==> src/pkg/pwm_seq_pkg.sv <==
// Purpose: Shared types and constants for the switch-mode PWM event sequencer.
// Assumes: One 100 MHz clock; all control inputs are synchronous to it.
// Notes:   Source-select vectors use the layout of srcSel_type.
package pwm_seq_pkg;

  localparam int          CNT_W       = 16;
  localparam logic [15:0] CNT_RESET   = 16'h0000;
  localparam logic [15:0] CNT_ONE     = 16'h0001;
  localparam logic [15:0] PERIOD_RST  = 16'hffff;
  localparam logic [15:0] PHASE_RST   = 16'h0000;
  localparam logic [15:0] DUTY_RST    = 16'h8000;
  localparam int          DB_W        = 8;
  localparam logic [7:0]  DB_RST      = 8'h00;
  localparam logic [7:0]  BLANK_RST   = 8'h00;
  localparam logic [7:0]  TMR8_ZERO   = 8'h00;
  localparam logic [7:0]  TMR8_ONE    = 8'h01;
  localparam logic [4:0]  SRC_NONE    = 5'h00;
  localparam logic [3:0]  SHDN_NONE   = 4'h0;

  // Bit 4 is the counter match, bit 3 the input pin, bits 2..0 comparators 3..1.
  typedef struct packed {
    logic matchEn;
    logic pinEn;
    logic cmp3En;
    logic cmp2En;
    logic cmp1En;
  } srcSel_type;

  typedef struct packed {
    logic pin;
    logic cmp3;
    logic cmp2;
    logic cmp1;
  } asyncIn_type;

  typedef enum logic [3:0] {
    MODE_SINGLE      = 4'h0,
    MODE_COMPL       = 4'h1,
    MODE_PUSHPULL    = 4'h2,
    MODE_PP_BRIDGE   = 4'h3,
    MODE_CPP_BRIDGE  = 4'h4,
    MODE_PULSE_SKIP  = 4'h5,
    MODE_VFFD        = 4'h6,
    MODE_CVFFD       = 4'h7,
    MODE_FB_FWD      = 4'h8,
    MODE_FB_REV      = 4'h9,
    MODE_SIX_STEP    = 4'ha
  } mode_type;

  typedef enum logic [1:0] {
    MOD_SOFT = 2'h0,
    MOD_CMP  = 2'h1,
    MOD_CCU  = 2'h2,
    MOD_PIN  = 2'h3
  } modSel_type;

  typedef struct packed {
    logic [15:0] period;
    logic [15:0] phase;
    logic [15:0] duty;
  } timing_type;

  typedef enum logic [1:0] {
    PH_IDLE   = 2'h0,
    PH_ACTIVE = 2'h1,
    PH_DONE   = 2'h2
  } phase_type;

endpackage

==> src/logic/pwm_event_seq.sv <==
// Purpose: Period, rising and falling event sequencing with drive outputs.
// Assumes: Inputs synchronous to clk; comparator inputs already synchronized.
// Notes:   Blanking and dead-band are simple down-counters started by the edge events.
`timescale 1ns/1ps

// Behaviour
// Any period event resets the time base counter on the next clock edge.
// After a period reset, the counter counts up again from zero.
// Period event is the OR of selected match, pin and comparator sources.
// Rising event is the OR of selected phase match, pin and comparators.
// Only the first rising event in a period acts; later ones ignored.
// A rising event after a falling event in the same period is ignored.
// Falling event acts at most once per period to stop output chatter.
// An accepted rising event starts falling blanking and dead-band timers; the code skips this when a falling event is accepted in the same cycle.
// Accepted rising event changes drive outputs directly per selected mode; the code changes the registered drive two clocks later at the earliest.
// Auto-shutdown from enabled pin or comparator inputs stops PWM in hardware.
// Active pulse is gated by one selected source: soft bit, comparator, CCU, pin.
// Configurable dead time separates complementary drive outputs.
// Synchronous events come only from the internal time base counter.
// Delayed rising edge shortens active time, but full duty stays possible; the code returns to PH_IDLE at each period event, so active drops every period.
// Exactly one operating mode is active at a time.
// The 16-bit time base counter increments each clock from zero.
// Counter equal to the period value raises a synchronous period event.
// Only the first falling event in a period acts.
// Buffered period, phase and duty load together at period after request.
// Occurrence latches clear at each period event.
module pwm_event_seq
  import pwm_seq_pkg::*;
(
  input  wire logic        clk,              // 100 MHz clock
  input  wire logic        rst,              // Synchronous reset, active high
  input  wire logic        enable,           // Module enable
  input  wire mode_type    mode,             // Operating mode
  input  wire timing_type  timingIn,         // Software-written timing values
  input  wire logic        bufferLoadRequest, // Latched into loadPending, which the block clears on load
  input  wire srcSel_type  periodSourceSelect, // Period event sources
  input  wire srcSel_type  risingSourceSelect, // Rising event sources
  input  wire srcSel_type  fallingSourceSelect, // Falling event sources
  input  wire asyncIn_type asyncIn,          // Pin and synced comparator inputs
  input  wire asyncIn_type shutdownEnable,   // Auto-shutdown source enables
  input  wire logic        modEnable,        // Pulse gating enable
  input  wire modSel_type  modSelect,        // Pulse gating source
  input  wire logic        modSoftBit,       // Software gating bit
  input  wire logic        captureCompareOut, // Capture/compare unit output
  input  wire logic [7:0]  deadBandCount,    // Dead time in clocks
  input  wire logic [7:0]  blankCount,       // Falling blanking in clocks
  output logic [15:0]      timeBaseCounter,  // Time base counter
  output logic             loadPending,      // Load request awaiting period
  output logic             shutdown,         // Auto-shutdown active
  output logic [5:0]       drive,            // Drive outputs A..F
  output logic             periodEvent,      // Period event pulse
  output logic             risingAccepted,   // Accepted rising pulse
  output logic             fallingAccepted   // Accepted falling pulse
);

  function automatic logic pick(input srcSel_type s, input logic m, input asyncIn_type a);
    pick = (s.matchEn & m) | (s.pinEn & a.pin) | (s.cmp3En & a.cmp3) |
           (s.cmp2En & a.cmp2) | (s.cmp1En & a.cmp1);
  endfunction

  function automatic logic [7:0] dec8(input logic [7:0] v);
    dec8 = (v == TMR8_ZERO) ? TMR8_ZERO : v - TMR8_ONE;
  endfunction

  logic [15:0] cnt_q, cnt_d;
  timing_type  act_q, act_d;
  logic        pend_q, pend_d;
  phase_type   ph_q, ph_d;
  logic        shdn_q, shdn_d;
  logic        steer_q, steer_d;
  logic [7:0]  dbR_q, dbR_d, dbF_q, dbF_d, blank_q, blank_d;
  logic [5:0]  drv_q, drv_d;
  logic        perEv, risEv, falEv, risOk, falOk, gate, active;

  // Synchronous events only ever compare against the internal counter.
  always_comb begin
    perEv = enable && pick(periodSourceSelect, cnt_q == act_q.period, asyncIn);
    risEv = pick(risingSourceSelect, cnt_q == act_q.phase, asyncIn);
    falEv = pick(fallingSourceSelect, cnt_q == act_q.duty, asyncIn) && (blank_q == TMR8_ZERO);
    risOk = enable && risEv && (ph_q == PH_IDLE);
    falOk = enable && falEv && (ph_q != PH_DONE);
  end

  always_comb begin
    case (modSelect)
      MOD_SOFT: gate = modSoftBit;
      MOD_CMP:  gate = asyncIn.cmp1;
      MOD_CCU:  gate = captureCompareOut;
      MOD_PIN:  gate = asyncIn.pin;
      default:  gate = 1'b0;
    endcase
    if (!modEnable) begin
      gate = 1'b1;
    end
  end

  always_comb begin
    cnt_d   = cnt_q + CNT_ONE;
    act_d   = act_q;
    pend_d  = pend_q | bufferLoadRequest;
    ph_d    = ph_q;
    shdn_d  = shdn_q | (|(shutdownEnable & asyncIn));
    steer_d = steer_q;
    dbR_d   = dec8(dbR_q);
    dbF_d   = dec8(dbF_q);
    blank_d = dec8(blank_q);
    if (!enable) begin
      cnt_d  = CNT_RESET;
      ph_d   = PH_IDLE;
      shdn_d = 1'b0;
    end else begin
      if (perEv) begin
        cnt_d = CNT_RESET;
        ph_d  = PH_IDLE;
        steer_d = ~steer_q;
        if (pend_q) begin
          act_d  = timingIn;
          // A request raised in the very cycle of the load stays pending: set wins.
          pend_d = bufferLoadRequest;
        end
      end
      // Falling is checked first so a same-cycle pair gives zero duty.
      if (falOk) begin
        ph_d = PH_DONE;
        dbF_d = deadBandCount;
      end else if (risOk) begin
        ph_d = PH_ACTIVE;
        blank_d = blankCount;
        dbR_d = deadBandCount;
      end
    end
  end

  // Active drops at a period reset: the period event returns ph_q to PH_IDLE, so 100% is not reachable.
  assign active = (ph_q == PH_ACTIVE) && gate && !shdn_q;

  always_comb begin
    drv_d = 6'h00;
    // One mode is decoded per cycle; the case selects exactly one mapping.
    case (mode)
      MODE_SINGLE, MODE_PULSE_SKIP, MODE_VFFD: drv_d[0] = active;
      MODE_COMPL, MODE_CVFFD: begin
        drv_d[0] = active && (dbR_q == TMR8_ZERO);
        drv_d[1] = !active && (dbF_q == TMR8_ZERO) && !shdn_q;
      end
      MODE_PUSHPULL, MODE_PP_BRIDGE, MODE_CPP_BRIDGE: begin
        drv_d[0] = active && !steer_q;
        drv_d[1] = active && steer_q;
      end
      MODE_FB_FWD: drv_d[3:0] = {1'b0, active, 1'b0, !shdn_q};
      MODE_FB_REV: drv_d[3:0] = {!shdn_q, 1'b0, active, 1'b0};
      MODE_SIX_STEP: drv_d = active ? 6'h21 : 6'h00;
      default: drv_d = 6'h00;
    endcase
    if (!enable || shdn_q) begin
      drv_d = 6'h00;
    end
  end

  always_ff @(posedge clk) begin
    if (rst) begin
      cnt_q   <= CNT_RESET;
      act_q   <= '{period: PERIOD_RST, phase: PHASE_RST, duty: DUTY_RST};
      pend_q  <= 1'b0;
      ph_q    <= PH_IDLE;
      shdn_q  <= 1'b0;
      steer_q <= 1'b0;
      dbR_q   <= DB_RST;
      dbF_q   <= DB_RST;
      blank_q <= BLANK_RST;
      drv_q   <= 6'h00;
    end else begin
      cnt_q   <= cnt_d;
      act_q   <= act_d;
      pend_q  <= pend_d;
      ph_q    <= ph_d;
      shdn_q  <= shdn_d;
      steer_q <= steer_d;
      dbR_q   <= dbR_d;
      dbF_q   <= dbF_d;
      blank_q <= blank_d;
      drv_q   <= drv_d;
    end
  end

  assign timeBaseCounter = cnt_q;
  assign loadPending     = pend_q;
  assign shutdown        = shdn_q;
  assign drive           = drv_q;
  assign periodEvent     = perEv;
  assign risingAccepted  = risOk;
  assign fallingAccepted = falOk;

  chk_period_reset: assert property (@(posedge clk) disable iff (rst)
    periodEvent |=> timeBaseCounter == CNT_RESET) else $error("counter not reset");
  chk_count_resume: assert property (@(posedge clk) disable iff (rst)
    enable && periodEvent ##1 enable && !periodEvent |=> timeBaseCounter == CNT_ONE)
    else $error("counter did not resume");
  chk_rise_once: assert property (@(posedge clk) disable iff (rst)
    risingAccepted |=> !risingAccepted until_with periodEvent)
    else $error("second rising accepted");
  chk_rise_after_fall: assert property (@(posedge clk) disable iff (rst)
    fallingAccepted && !periodEvent |=> !risingAccepted) else $error("rise after fall");
  chk_fall_once: assert property (@(posedge clk) disable iff (rst)
    fallingAccepted && !periodEvent |=> !fallingAccepted) else $error("second falling");
  chk_blank_start: assert property (@(posedge clk) disable iff (rst)
    enable && risingAccepted && !fallingAccepted |=> blank_q == $past(blankCount))
    else $error("blanking not started");
  chk_shutdown_drive: assert property (@(posedge clk) disable iff (rst)
    shutdown |=> drive == 6'h00) else $error("drive during shutdown");
  chk_load_apply: assert property (@(posedge clk) disable iff (rst)
    enable && periodEvent && loadPending |=> act_q == $past(timingIn) && !loadPending)
    else $error("buffered load missed");
  chk_match_period: assert property (@(posedge clk) disable iff (rst)
    enable && periodSourceSelect.matchEn && cnt_q == act_q.period |-> periodEvent)
    else $error("period match missed");

  cov_period: cover property (@(posedge clk) disable iff (rst) periodEvent);
  cov_rise_fall: cover property (@(posedge clk) disable iff (rst)
    risingAccepted ##[1:50] fallingAccepted);
  cov_shutdown: cover property (@(posedge clk) disable iff (rst) $rose(shutdown));
  cov_load: cover property (@(posedge clk) disable iff (rst) $fell(loadPending));

endmodule

==> config.mk <==
export PLATFORM = sky130hd
export DESIGN_NAME = pwm_event_seq
export DESIGN_NICKNAME = d
export VERILOG_FILES = /design/src/pkg/pwm_seq_pkg.sv /design/src/logic/pwm_event_seq.sv
export SDC_FILE = /design/constraint.sdc
export NUM_CORES = 1
export LEC_CHECK = 0
export BUFFER_PORTS_ARGS = -buffer_cell sky130_fd_sc_hd__buf_2
export CORE_UTILIZATION = 36
export CTS_BUF_LIST = sky130_fd_sc_hd__clkbuf_4 sky130_fd_sc_hd__clkbuf_8
export DETAILED_ROUTE_END_ITERATION = 16
export GPL_ROUTABILITY_DRIVEN = 0
export GPL_TIMING_DRIVEN = 0
export PLACE_DENSITY = 0.55
export SLEW_MARGIN = 20
export SYNTH_ARGS = -nofsm -noshare
export SYNTH_HDL_FRONTEND = slang
export SYNTH_SLANG_ARGS = --single-unit
==> constraint.sdc <==
create_clock -name clk -period 3.9 [get_ports clk]
set_clock_uncertainty 0.2 [all_clocks]
set_input_delay 0.195 -clock clk [delete_from_list [all_inputs] [get_ports clk]]
set_output_delay 0.195 -clock clk [all_outputs]
set_load 0.01 [all_outputs]
==> run summary <==
status -> complete, no violations
ANT cells -> 0
Post-synth EDFFs -> 0
max-slew violations -> 0
Die X -> 120 µm
CTS Buf Count -> 9
Period minus WS final -> 2.83 ns
r2r startpoint -> timeBaseCounter[1]
Crit path required time -> 3.50 ns
Worst EP arrival -> 2.44 ns
Cell variety after synth -> 61
Avg Synthesized Cell Area -> 8.99 µm²
Worst-Skew Late Latency -> 0.37 ns
Max Freq -> 0.353 GHz
Initial Utilization -> 37.5%
grt ovf -> 0
max cap viols -> 0
Syn Std Cell Area -> 0.00504 mm²
relative slew slack -> 56.4%
CP peak stage delay -> 0.58 ns
Total Routing Usage GR -> 20.8%
via count -> 4654
Hold Slack -> 0.0245 ns
final period utilization -> 72.7%
cts hold-fix bufs -> 69
Critical path origin -> timeBaseCounter[1]
crit end category -> primary output
drt total wl -> 14600 µm
CTS tree -> built
wire length on met1 -> 6480 µm
vias in the first global route -> 4707
Final HPWL DP -> 10800 µm
setup TNS -> 0 ns
Area Growth Syn to Fin -> 33.7%
Final ANT Viol Nets -> 0
flop2flop setup slack -> 1.38 ns
fraction of layout cells with a size suffix above 1 -> 23.8%
Yosys warnings -> 0
post-CTS setup buffers -> 0
endpoints failing setup -> 0
sequential-to-total area share from yosys stat -> 38.9%
Post-CTS Resized -> 0
Nets -> 868
startpoint types -> flip-flop
Core Area -> 0.0135 mm²
largest net degree at the start of global routing -> 16
CP cell instances -> xor2_1, nor4_1, nand3_1, o31a_1, clkinv_4, buf_6, buf_2
LEAKAGE -> 3.15 nW
synth top area cells -> dfxtp_1, mux2i_1, xnor2_1
Die Height -> 120 µm
routed wl met3 -> 686 µm
CTS Buffer Depth -> 2
Iter 0 DRT Violations -> 237
top cell type's share of synthesized area -> 38.9%
Post-DP Area -> 0.00588 mm²
initial antenna violation count -> 0
crit path max fanout -> 10
Least-Margin Pin Slew -> 0.654 ns
Most used DFF post-synth -> dfxtp_1
Post-synth ARST share -> 0%
flops & latches, synth -> 98
CP max stage cell -> dfxtp_1
top sig layer -> met4
Die ar. -> 0.0145 mm²
global-route wire length before repair -> 23200 µm
Pre-antenna DRT Iters -> 4
HP Class -> primary input to flip-flop
RSZ-0062 raised after global routing -> false
DR WL/cell -> 15.5 µm
drt via density -> 4.93
row cnt -> 42
DRC -> 0
Crit Path Class -> flip-flop to primary output
worst hold start -> blankCount[6]
Yosys top cell by area -> dfxtp_1
metal2 WL -> 7280 µm
Fin. Hold Viols -> 0
Tot Pwr -> 0.00286 W
PwrDens -> 424 mW/mm²
maximum VDD drop -> 0.182 mV
IO Pins -> 127
clock transition at the registers of the reported paths -> 0.10 ns
final instance area -> 0.00674 mm²
Syn Nets -> 665
Port Buffers -> 123
root buffer cell -> clkbuf_8
TritonCTS Sinks -> 98
Syn Inst Count -> 561
H-tree levels -> 3
-- layout by cell type, fill, tap and decap left out, types with 5 or more instances in the layout --
master | Yosys | final
buf_2 | 16 | 139
dfxtp_1 | 98 | 98
nor2_1 | 86 | 86
dlygate4sd3_1 | 0 | 69
xnor2_1 | 41 | 41
mux2i_1 | 36 | 36
inv_1 | 30 | 30
xor2_1 | 29 | 29
nand2_1 | 25 | 25
a211o_1 | 18 | 18
a21oi_1 | 16 | 16
nor3_1 | 13 | 13
nand3_1 | 11 | 11
clkbuf_1 | 11 | 11
clkbuf_8 | 0 | 10
nand4b_1 | 9 | 9
nor4_1 | 7 | 7
nand4_1 | 7 | 7
a22oi_1 | 6 | 6
nor2b_1 | 6 | 6
o31ai_1 | 6 | 6
o21ai_0 | 6 | 6
nand2b_1 | 6 | 6
o41ai_2 | 5 | 5
buf_4 | 5 | 5
-- final cells by class --
cell class                 count  area, µm²
buffer                        37        209
fill                        1359       6710
timing repair buffer         192       1310
clock inverter                 4       27.5
multi-input combinational    394       2750
clock buffer                  11        145
inverter                      32        125
sequential                    98       1960
tap                          176        220
-- final timing paths --
kind	end	depth (start not counted)
worst max-delay path	fallingAccepted	7
worst min-delay path	blank_q[6]	3
worst max register to register	blank_q[6]	7
worst min register to register	act_q[15]	1
-- per-stage QoR --
step                      instances  setup WS, ns  util, %
after floorplan                 561          1.73        -
after global placement          860          1.40     43.7
after detailed placement        860          1.43     43.7
after CTS                       944          1.04     50.1
after global routing            944         0.921     50.1
final                           944          1.07     50.1
-- logic make-up after synthesis --
logic type	synth area share (%)
fa+ha+maj	0.992
xor+xnor	12.2
other cells	0.0744
simple gates	20.3
buf+inv	6.62
compound gates	13.1
flops	38.9
mux	7.81
-- synthesized netlist by cell type, types with 2 or more instances --
library cell / n
dfxtp_1: 98
nor2_1: 86
xnor2_1: 41
mux2i_1: 36
inv_1: 30
xor2_1: 29
nand2_1: 25
a211o_1: 18
a21oi_1: 16
buf_2: 16
nor3_1: 13
clkbuf_1: 11
nand3_1: 11
nand4b_1: 9
nand4_1: 7
nor4_1: 7
a22oi_1: 6
nand2b_1: 6
nor2b_1: 6
o21ai_0: 6
o31ai_1: 6
buf_4: 5
o41ai_2: 5
a211oi_1: 4
and3_1: 4
buf_6: 4
ha_1: 4
or3_1: 4
and2_1: 3
nor3b_1: 3
o31a_1: 3
or4_1: 3
a21o_1: 2
a311oi_1: 2
nor3_2: 2
o211ai_1: 2
o21a_1: 2
o21ai_1: 2
o22ai_1: 2
-- worst max-delay path: cells and delay by family (launching register included) --
family / cells / cell delay (ns)
and+or+nand+nor: 2 / 0.61
DFF: 1 / 0.58
buffers and inverters: 3 / 0.38
AOI/OAI and AO/OA: 1 / 0.36
xor gates and xnor gates: 1 / 0.12
-- report_power, final --
part | internal (W) | switching, W
sequential | 0.00113 | 0.000124
clock | 0.000255 | 0.000362
combinational | 0.000490 | 0.000500
-- routing by layer --
metal / up-vias / global-route usage (%)
met5: - / 0
met4: 0 / 5.40
met3: 13 / 3.68
met2: 118 / 37.5
met1: 2183 / 25.4
li1: 2340 / -
-- registers in the layout, indices dropped and copies added, names as in the netlist --
signal           count
dbR_q                8
loadPending          1
steer_q              1
act_q               48
drive                5
timeBaseCounter     16
blank_q              8
shutdown             1
ph_q                 2
dbF_q                8
Power figures use the tool's default switching activity.
